$ cat config.mk
export PLATFORM = sky130hd
export DESIGN_NAME = sdgear_top
export DESIGN_NICKNAME = d
export VERILOG_FILES = /design/src/rtl/sdgear_top.v
export VERILOG_INCLUDE_DIRS = /design/src /design/src/rtl
export SDC_FILE = /design/constraint.sdc
export NUM_CORES = 1
export LEC_CHECK = 0
export BUFFER_PORTS_ARGS = -buffer_cell sky130_fd_sc_hd__buf_4
export CAP_MARGIN = 20
export CORE_MARGIN = 4
export CORE_UTILIZATION = 35
export CTS_CLUSTER_DIAMETER = 40
export CTS_CLUSTER_SIZE = 14
export DETAILED_ROUTE_END_ITERATION = 6
export SLEW_MARGIN = 10
export SYNTH_ARGS = -nofsm -noshare
export SYNTH_HDL_FRONTEND = slang
export SYNTH_SLANG_ARGS = --single-unit
$ cat constraint.sdc
create_clock -name i_mclk -period 21.1 [get_ports i_mclk]
set_input_delay 3.165 -clock i_mclk [delete_from_list [all_inputs] [get_ports i_mclk]]
set_output_delay 3.165 -clock i_mclk [all_outputs]
set_load 0.02 [all_outputs]
$ cat src/rtl/sdgear_defines.vh
// constants for the step/direction input gearing block
`ifndef SDGEAR_DEFINES_VH
`define SDGEAR_DEFINES_VH

// ----------------------------------------------------------------
// register indexes (byte address is four times the index)
// ----------------------------------------------------------------
`define SDG_GENCONF_IDX 8'h00
`define SDG_GEAR_IDX 8'h12
`define SDG_STARTVEL_IDX 8'h25
`define SDG_STARTACC_IDX 8'h2A
`define SDG_ACTPOS_IDX 8'h21
`define SDG_ACTVEL_IDX 8'h22
`define SDG_ACTACC_IDX 8'h23
`define SDG_TGTPOS_IDX 8'h37
`define SDG_STATUS_IDX 8'h38

// ----------------------------------------------------------------
// general configuration fields
// ----------------------------------------------------------------
`define SDG_MODE_LSB 6
`define SDG_MODE_MSB 7
`define SDG_POLDIR_BIT 8
`define SDG_INDIRECT_BIT 9
`define SDG_AUTOOFF_BIT 26

// ----------------------------------------------------------------
// step input modes
// ----------------------------------------------------------------
`define SDG_MODE_OFF 2'h0
`define SDG_MODE_RISE 2'h1
`define SDG_MODE_FALL 2'h2
`define SDG_MODE_BOTH 2'h3

// ----------------------------------------------------------------
// reset values and widths
// ----------------------------------------------------------------
`define SDG_RST_WORD 32'h00000000
`define SDG_FRAC_W 24
`define SDG_PEND_W 16
`define SDG_MIN_STEP_GAP 64

`endif

$ cat src/rtl/sdgear_top.v
// step/direction input unit with electronic gearing and hand-over
//
// Contract
// - mode 01 counts rising step input edges
// - mode 10 counts falling step input edges
// - mode 11 counts both step input edges
// - nonzero mode disables internal step generator
// - polarity 0: low direction input is negative
// - polarity 1: high direction input is negative
// - gearing factor is signed 8.24 value
// - add factor per step, overflow emits step
// - magnitudes from 2^-24 up to 127
// - multiple internal steps back to back
// - negative factor inverts derived direction
// - direct mode forces velocity zero unless substituted
// - auto switch-off reports start velocity, step direction
// - indirect mode runs ramp, position untouched
// - indirect overflow moves target by one
// - target direction from sign, polarity, input
// - return to 00 starts ramp at start velocity
// - hand-over carries time since last step
// - hand-over loads signed start acceleration
`include "sdgear_defines.vh"
`timescale 1ns/100ps
`default_nettype none

module sdgear_top
(
    input wire i_mclk,
    input wire i_rst,
    input wire i_psel,
    input wire i_penable,
    input wire i_pwrite,
    input wire [11:0] i_paddr,
    input wire [31:0] i_pwdata,
    output wire [31:0] o_prdata,
    output wire o_pready,
    output wire o_pslverr,
    input wire i_step_input_pin,
    input wire i_direction_input_pin,
    output wire o_step_output_pin,
    output wire o_step_dir,
    output wire o_int_stepgen_en,
    output wire o_ramp_run,
    output wire o_ramp_load,
    output wire [31:0] o_ramp_velocity,
    output wire [31:0] o_ramp_accel,
    output wire [31:0] o_ramp_phase
);

// ----------------------------------------------------------------
// registers
// ----------------------------------------------------------------
reg [31:0] genconf_r; // general configuration
reg [31:0] gear_r; // signed 8.24 gearing factor
reg [31:0] start_vel_r; // start velocity
reg [31:0] start_acc_r; // start acceleration, bit 31 sign
reg [31:0] actpos_r; // actual position
reg [31:0] tgtpos_r; // target position
reg [31:0] actvel_r; // reported internal velocity
reg [31:0] actacc_r; // internal acceleration
reg [31:0] prdata_r; // read data captured in setup
reg [2:0] step_sync_r; // two sync stages plus history
reg [1:0] dir_sync_r; // direction synchroniser
reg [`SDG_FRAC_W-1:0] frac_r; // accumulator remainder
reg [`SDG_PEND_W-1:0] pend_r; // internal steps still owed
reg pend_dir_r; // direction of owed steps, 1 = up
reg last_dir_r; // direction of the last internal step
reg step_out_r; // internal step pulse
reg [31:0] since_r; // cycles since last internal step
reg ramp_load_r; // one-cycle hand-over pulse
reg [31:0] phase_r; // step phase carried at hand-over
reg [1:0] mode_prev_r; // mode of previous cycle

// ----------------------------------------------------------------
// decode helpers
// ----------------------------------------------------------------
wire [1:0] mode;
wire pol_dir;
wire indirect;
wire auto_off;
assign mode = genconf_r[`SDG_MODE_MSB:`SDG_MODE_LSB];
assign pol_dir = genconf_r[`SDG_POLDIR_BIT];
assign indirect = genconf_r[`SDG_INDIRECT_BIT];
assign auto_off = genconf_r[`SDG_AUTOOFF_BIT];

// two's complement negate, used for factor, velocity, accel
function [31:0] sdg_neg;
    input [31:0] v;
    begin
        sdg_neg = (~v) + 32'h00000001;
    end
endfunction

// word index from byte address; low bits must be zero
wire [7:0] idx;
wire aligned;
assign idx = i_paddr[9:2];
assign aligned = (i_paddr[1:0] == 2'h0) && (i_paddr[11:10] == 2'h0);

reg hit;
reg [31:0] rd_mux;
// read mux; unmapped reads return zero and flag an error
always @*
begin
    hit = aligned;
    rd_mux = `SDG_RST_WORD;
    case (idx)
        `SDG_GENCONF_IDX: rd_mux = genconf_r;
        `SDG_GEAR_IDX: rd_mux = gear_r;
        `SDG_STARTVEL_IDX: rd_mux = start_vel_r;
        `SDG_STARTACC_IDX: rd_mux = start_acc_r;
        `SDG_ACTPOS_IDX: rd_mux = actpos_r;
        `SDG_ACTVEL_IDX: rd_mux = actvel_r;
        `SDG_ACTACC_IDX: rd_mux = actacc_r;
        `SDG_TGTPOS_IDX: rd_mux = tgtpos_r;
        `SDG_STATUS_IDX: rd_mux = {15'h0000, pend_r, last_dir_r};
        default: hit = 1'b0;
    endcase
    if (!aligned)
        rd_mux = `SDG_RST_WORD;
end

// ----------------------------------------------------------------
// apb slave: zero wait states
// ----------------------------------------------------------------
wire acc_phase;
wire wr_en;
assign acc_phase = i_psel && i_penable;
assign wr_en = acc_phase && i_pwrite && hit;
assign o_pready = 1'b1;
assign o_pslverr = acc_phase && !hit;
assign o_prdata = prdata_r;

// read data sampled in setup, stable through the access phase
always @(posedge i_mclk or posedge i_rst)
begin
    if (i_rst)
        prdata_r <= `SDG_RST_WORD;
    else if (i_psel && !i_penable)
        prdata_r <= rd_mux;
end

// software-owned configuration words
always @(posedge i_mclk or posedge i_rst)
begin
    if (i_rst)
    begin
        genconf_r <= `SDG_RST_WORD; // polarity 0 by default
        gear_r <= `SDG_RST_WORD;
        start_vel_r <= `SDG_RST_WORD;
        start_acc_r <= `SDG_RST_WORD;
    end
    else if (wr_en)
    begin
        if (idx == `SDG_GENCONF_IDX)
            genconf_r <= i_pwdata;
        if (idx == `SDG_GEAR_IDX)
            gear_r <= i_pwdata; // full 8.24 signed word
        if (idx == `SDG_STARTVEL_IDX)
            start_vel_r <= i_pwdata; // kept fresh by host
        if (idx == `SDG_STARTACC_IDX)
            start_acc_r <= i_pwdata;
    end
end

// ----------------------------------------------------------------
// input synchronisers and edge detection
// ----------------------------------------------------------------
// stage 0 is read only by stage 1
always @(posedge i_mclk or posedge i_rst)
begin
    if (i_rst)
    begin
        step_sync_r <= 3'h0;
        dir_sync_r <= 2'h0;
    end
    else
    begin
        step_sync_r <= {step_sync_r[1:0], i_step_input_pin};
        dir_sync_r <= {dir_sync_r[0], i_direction_input_pin};
    end
end

wire st_now;
wire st_old;
wire dir_s;
assign st_now = step_sync_r[1];
assign st_old = step_sync_r[2];
assign dir_s = dir_sync_r[1];

reg ext_step;
// edge qualification by mode
always @*
begin
    case (mode)
        `SDG_MODE_RISE: ext_step = st_now && !st_old;
        `SDG_MODE_FALL: ext_step = !st_now && st_old;
        `SDG_MODE_BOTH: ext_step = st_now ^ st_old;
        default: ext_step = 1'b0;
    endcase
end

// ----------------------------------------------------------------
// gearing accumulator
// ----------------------------------------------------------------
// positive when the input level differs from the polarity bit
wire dir_pos_in;
assign dir_pos_in = dir_s ^ pol_dir;
// negative factor flips the derived direction
wire step_up;
assign step_up = dir_pos_in ^ gear_r[31];
wire [31:0] gear_mag;
assign gear_mag = gear_r[31] ? sdg_neg(gear_r) : gear_r;

// magnitude 127 plus a remainder carries at most 128 steps
wire [31:0] acc_sum;
assign acc_sum = {8'h00, frac_r} + {1'b0, gear_mag[30:0]};
wire [7:0] n_new;
assign n_new = ext_step ? acc_sum[31:24] : 8'h00;

wire emit;
assign emit = (pend_r != {`SDG_PEND_W{1'b0}});

// owed steps are paid one per clock, no interpolation
always @(posedge i_mclk or posedge i_rst)
begin
    if (i_rst)
    begin
        frac_r <= {`SDG_FRAC_W{1'b0}};
        pend_r <= {`SDG_PEND_W{1'b0}};
        pend_dir_r <= 1'b0;
    end
    else
    begin
        if (ext_step)
        begin
            frac_r <= acc_sum[23:0]; // remainder kept
            pend_dir_r <= step_up;
        end
        // burst of steps when sum reaches two or more
        pend_r <= pend_r - {{(`SDG_PEND_W-1){1'b0}}, emit}
            + {8'h00, n_new};
    end
end

// ----------------------------------------------------------------
// internal steps, positions and step timing
// ----------------------------------------------------------------
wire [31:0] delta;
assign delta = pend_dir_r ? 32'h00000001 : 32'hFFFFFFFF;

wire tgt_wr;
assign tgt_wr = wr_en && (idx == `SDG_TGTPOS_IDX);
wire pos_wr;
assign pos_wr = wr_en && (idx == `SDG_ACTPOS_IDX);
wire [31:0] tgt_base;
assign tgt_base = tgt_wr ? i_pwdata : tgtpos_r;
wire [31:0] pos_base;
assign pos_base = pos_wr ? i_pwdata : actpos_r;

// hardware step lands on top of a same-cycle software write
always @(posedge i_mclk or posedge i_rst)
begin
    if (i_rst)
    begin
        actpos_r <= `SDG_RST_WORD;
        tgtpos_r <= `SDG_RST_WORD;
        step_out_r <= 1'b0;
        last_dir_r <= 1'b0;
        since_r <= `SDG_RST_WORD;
    end
    else
    begin
        step_out_r <= emit && !indirect;
        if (emit && indirect)
            tgtpos_r <= tgt_base + delta;
        else
            tgtpos_r <= tgt_base;
        if (emit && !indirect)
            actpos_r <= pos_base + delta; // direct mode only
        else
            actpos_r <= pos_base;
        if (emit)
        begin
            last_dir_r <= pend_dir_r;
            since_r <= `SDG_RST_WORD; // restart interval count
        end
        else if (since_r != 32'hFFFFFFFF)
            since_r <= since_r + 32'h00000001;
    end
end

assign o_step_output_pin = step_out_r;
assign o_step_dir = last_dir_r;
// internal generator only while no external mode is chosen
assign o_int_stepgen_en = (mode == `SDG_MODE_OFF);
assign o_ramp_run = (mode == `SDG_MODE_OFF) || indirect;

// ----------------------------------------------------------------
// velocity, acceleration and hand-over
// ----------------------------------------------------------------
wire [31:0] vsigned;
assign vsigned = last_dir_r ? start_vel_r : sdg_neg(start_vel_r);
wire [31:0] acc_mag;
assign acc_mag = {1'b0, start_acc_r[30:0]};
wire [31:0] asigned;
assign asigned = start_acc_r[31] ? sdg_neg(acc_mag) : acc_mag;

wire direct_on;
assign direct_on = (mode != `SDG_MODE_OFF) && !indirect;
// leaving direct stepping for mode 00 with switch-off armed
wire handover;
assign handover = (mode_prev_r != `SDG_MODE_OFF)
    && (mode == `SDG_MODE_OFF) && !indirect && auto_off;

// ramp arithmetic lives elsewhere; this only seeds its state
always @(posedge i_mclk or posedge i_rst)
begin
    if (i_rst)
    begin
        mode_prev_r <= `SDG_MODE_OFF;
        actvel_r <= `SDG_RST_WORD;
        actacc_r <= `SDG_RST_WORD;
        ramp_load_r <= 1'b0;
        phase_r <= `SDG_RST_WORD;
    end
    else
    begin
        mode_prev_r <= mode;
        ramp_load_r <= handover;
        if (handover)
        begin
            actvel_r <= vsigned; // start at start velocity
            actacc_r <= asigned; // signed start accel
            phase_r <= since_r; // keeps step interval even
        end
        else if (direct_on)
        begin
            if (auto_off)
                actvel_r <= vsigned; // substituted velocity
            else
                actvel_r <= `SDG_RST_WORD; // forced zero
            actacc_r <= `SDG_RST_WORD;
        end
    end
end

assign o_ramp_load = ramp_load_r;
assign o_ramp_velocity = actvel_r;
assign o_ramp_accel = actacc_r;
assign o_ramp_phase = phase_r;

endmodule // sdgear_top

`default_nettype wire

After elaboration in Yosys (flattened, before gate mapping)
Cells that the tools add are included.

Flip-flop bits (word level): 403. Input bits: 51. Output and inout bits: 135. Word-level logic and storage cells: 103.

$add $sub $neg: 9. Equal/unequal tests: 12. Mux-type cells: 20. Bitwise gates (word level): 6. Reductions and logical operators: 36.

Operators by type and width (number): 2-to-1 mux 32 bit (15); case mux 32 bit (9 select lines) (1); adder 32 x 1 -> 32 bit, second input constant (3); adder 32 bit (2); == test 8 x 6 -> 1 bit, second input constant (7); adder 24 x 31 -> 32 bit (1); inequality test 32 bit, second input constant (1); inverter 31 -> 32 bit (1); inverter 32 bit (1); adder 31 x 1 -> 31 bit, second input constant (1); 2-to-1 mux 31 bit (1); inverter 31 bit (1); adder 16 x 8 -> 16 bit (1); logical AND 1 bit (16); nonzero test 16 bit (1); subtractor 16 x 1 -> 16 bit (1); OR reduction 9 bit (1); == test 8 x 5 -> 1 bit, second input constant (1); logical NOT 8 bit (1); 2-to-1 mux 8 bit (1); AND reduction 2 bit (4); nonzero test 2 bit (4); logical NOT 2 bit (3); logical NOT 1 bit (5); 6 further kinds (9).

Depth between registers and ports, before layout
Depth in word-level cells: 8. Gate-level depth with buffers: 29. Mapped depth without buffers: 29.

Worst setup path before layout
OpenSTA, ideal clock, no wires.

Path type: in2out. Start point: input port i_paddr[3]. End point: output port o_pslverr. Arrival: 4.688 ns. Slack: 13.247 ns. Cell stages on the path: 7. Cell sequence: clkbuf_1 > nand3_1 > or3b_2 > nand3_1 > nand3_1 > clkbuf_1 > and3_1.

Cells in the longest elaborated chain, start to end: 5.

RTL lines: from (decl) (RTL line sdgear_top.v:34) `input wire [11:0] i_paddr,`; == test 8 x 5 -> 1 bit (tied with other cells) (RTL line sdgear_top.v:108) `case (idx)`; OR reduction 9 bit (no line) *; 2-to-1 mux 1 bit * (RTL line sdgear_top.v:108); logical NOT 1 bit * (RTL line sdgear_top.v:132) `assign o_pslverr = acc_phase && !hit;`; logical AND 1 bit * (RTL line sdgear_top.v:132); to (decl) (RTL line sdgear_top.v:38) `output wire o_pslverr,`.

Every way passes the cells marked *; elsewhere a longest branch is shown, timed or not.

Worst setup path in the final report
Start point: input port i_paddr[4]. End point: output port o_pslverr.

The elaborated chain is that of the path after synthesis.

==> impl_metrics.csv <==
group,metric,value,unit
outcome,status,"finished, violations left",
outcome,violations,"design-rule violations",
setup_path,cp_cell_sequence,"buf_4 > nor2_1 > and3_1 > nor2_1 > o21ai_0 > nand3_1 > buf_4 > and3_1 > buf_4",
hold_path,hp-class,"reg2reg",
die,die_w,274,um
clocking,htreeDepth,3,
pwr,peakVddDrop,53.0,uV
setup_path,r2r-end,"pend_r[14]",
synthesis,synth_top_flop_cell,"dfrtp_1",
layout,syn_to_final_growth,21.0,%
synthesis,synth_edf_count,0,
setup_path,path_buf_inv,3,
timing,fin_crit_sh,39.5,%
hold_path,holdPathEnd,"dir_sync_r[1]",
timing,fin_worst_skew,0.0323,ns
synthesis,ys_types,78,
pwr,finalPower,0.00287,W
drt,drtIter0Drc,1964,
global_routing,grt_pass1_wl,127,mm
die,core.rowCount,97,
die,die_area,75300,sq um
drt,drt_wl_total,83.5,mm
drt,via_per_inst,5.51,
pwr,intPower,0.00196,W
drt,num_vias,21467,
drt,drcViolationCount,14,
synthesis,synth_seq_area_share,40.6,%
setup_path,crit_family,"buffers and inverters",
placement,place_congestion,0.943,
setup_path,cp-start-kind,"primary input",
synthesis,synth_nets,2906,
die,die_h,274,um
clocking,cts_setup_buffers,0,
global_routing,grt_usage,21.8,%
drt,wl_met1,37.2,mm
setup_path,reg2reg_slack,13.17,ns
placement,dp_hpwl,60.7,mm
pwr,net-switching-power,0.000909,W
setup_path,cp_slowest_cell,"buf_4",
setup_path,criticalPathCategory,"in2out",
synthesis,synthArstFlopShare,100,%
timing,grt_setup_unrepaired,"false",
timing,max_freq,120,MHz
synthesis,synthTopCellsByArea,"dfrtp_1 41%, nand2_1 7.2%, mux2_2 6.3%",
setup_path,cpPeakStageDelay,0.49,ns
setup_path,r2r_cells,29,
global_routing,grt_max_degree,147,
layout,nets,3064,
drt,routed.top_layer,"met4",
die,num_io_pins,186,
pwr,p_clk_share,46.8,%
layout,num_antenna_cells,0,
clocking,clock_latency,0.64,ns
drt,wl_per_cell,21.4,um
die,start_util,35.4,%
synthesis,yosysTopAreaCell,"dfrtp_1",
timing,fin_setup_tns,0,ns
drt,dr.pass1.iters,7,
pwr,power_frac_comb,22.5,%
drt,wl_met2,37.6,mm
layout,drive_above_1_share,18.1,%
setup_path,cp.arrival,5.16,ns
hold_path,hold_depth,0,
timing,layout_setup_ws,12.77,ns
drt,postRouteAntennaNets,0,
timing,drv_slew,0,
drt,wl_met3,6.89,mm
setup_path,required,17.94,ns
synthesis,yosysWarnings,0,
pwr,swShare,31.7,%
timing,hold_violations,0,
pwr,sequentialPowerShare,30.7,%
placement,post-place-ws,12.83,ns
global_routing,antenna_found_initial,3,
synthesis,yosys.area.top_type_share,40.6,%
clocking,clockBufferDepth,3,
clocking,post_cts_resize_count,0,
synthesis,syn_area,24800,sq um
synthesis,syn_area_per_cell,9.11,sq um
clocking,path_clk_slew,0.05,ns
setup_path,reg2reg_from,"gear_r[0]",
synthesis,ys_ff_latch,403,
setup_path,critPathMostFrequentCell,"buf_4",
run,maxCapViolCount,0,
timing,period_needed,8.33,ns
timing,relSlewSlack,28.0,%
placement,port_buffers,184,
synthesis,postSynthCellCount,2729,
setup_path,end_kind,"output pin",
timing,setup_viol,0,
clocking,ctsHoldBuffers,0,
clocking,clockRootBuffer,"clkbuf_16",
hold_path,hp-start,"dir_sync_r[0]",
clocking,cts_tree,"yes",
global_routing,grt_overflow_total,0,
die,core,70100,sq um
clocking,numCtsBuffers,81,
pwr,p_leak,14.3,nW
clocking,clock_sinks,403,
timing,worst_pin_slew,1.08,ns
setup_path,crit_fanout,40,
pwr,p_per_area,95.5,nW/um^2
global_routing,grt_pass1_vias,20879,
## worst reg2reg max path: cells and delay by family, from the launching register on
kind                       cells  cell delay, ns
xor gates and xnor gates       2            0.27
DFF                            1            0.41
adders and majority gates      5            1.35
AOI/OAI and AO/OA             17            4.67
buffers and inverters          2            0.15
and+or+nand+nor                3            0.97
## cell usage in the layout (no fill, tap or decap), types with 20 or more instances in the layout
master     count
a21o_1        77
o21ai_0      183
o21bai_1      22
a22oi_1       49
a311oi_1      34
ha_1         122
nor3_1        31
dfrtp_1      403
a31oi_1       24
mux2_2       139
a21oi_1      154
nand2_1      479
o31ai_1       20
nand3_1       73
xor2_1        78
mux2i_1       47
buf_4        218
xnor2_1      119
nor2_1       149
clkbuf_16     81
inv_1         81
or3_1         33
## cell usage after synthesis, types with 22 or more instances
master      n
clkbuf_1  121
nand3_1    73
or3_1      33
a311oi_1   34
nand2_1   479
xor2_1     78
a21oi_1   154
mux2i_1    47
nor3_1     31
inv_1      83
a21o_1     77
o21bai_1   22
a22oi_1    49
dfrtp_1   403
mux2_2    139
nor2_1    150
o21ai_0   184
a31oi_1    25
xnor2_1   119
ha_1      122
## area by class of cell
| type | count | area (sq um) |
|---|---|---|
| Tap cell | 940 | 1180 |
| Clock buffer | 97 | 2180 |
| Timing Repair Buffer | 220 | 1670 |
| Fill cell | 6945 | 40100 |
| Clock inverter | 54 | 708 |
| Sequential cell | 403 | 10100 |
| Multi-Input combinational cell | 2098 | 13900 |
| Inverter | 83 | 319 |
## worst max-delay path by stage
stage               start          end  slack, ns  cells after the start
2_1_floorplan       i_rst  actpos_r[0]       6.73                      1
3_3_place_gp   i_paddr[4]    o_pslverr      12.84                      9
3_5_place_dp   i_paddr[4]    o_pslverr      12.83                      9
4_1_cts        i_paddr[4]    o_pslverr      12.82                      9
5_1_grt         gear_r[0]   pend_r[14]      12.53                     29
6_report       i_paddr[4]    o_pslverr      12.77                      9
## power groups by stage
stage	sequential (W)	clock [W]	combinational [W]
floorplan	0.000867	0	0.000504
global placement	0.000892	0	0.000632
detailed placement	0.000890	0	0.000637
CTS	0.000879	0.00136	0.000643
global route	0.000884	0.00140	0.000724
finish	0.000882	0.00134	0.000646
## kinds of logic (layout without fill, tap and decap cells)
family | after synthesis | count (layout) | synth area share, %
and+or+nand+nor | 901 | 901 | 16.3
AOI/OAI and AO/OA | 686 | 686 | 17.9
DFF | 403 | 403 | 40.6
buffers and inverters | 228 | 454 | 3.48
xor gates and xnor gates | 197 | 197 | 6.94
muxes | 187 | 187 | 8.25
adders and majority gates | 126 | 126 | 6.47
other | 1 | 1 | 0.0151
## stage by stage
stage                     instance area, sq um  cells  utilization (%)  hold slack (ns)
after floorplan                          24800   2729                -            0.331
after global placement                   27200   3743             38.7            0.336
after detailed placement                 27200   3744             38.8            0.340
after CTS                                30100   3895             42.9            0.352
after global routing                     30100   3895             42.9            0.359
final                                    30100   3895             42.9            0.348
## layer usage
metal	vias up	track usage, %
met5	-	0
met4	0	5.55
met3	118	4.93
met2	771	34.4
met1	10476	30.4
li1	10102	-
Note: power is estimated with default switching activity, not from simulation.
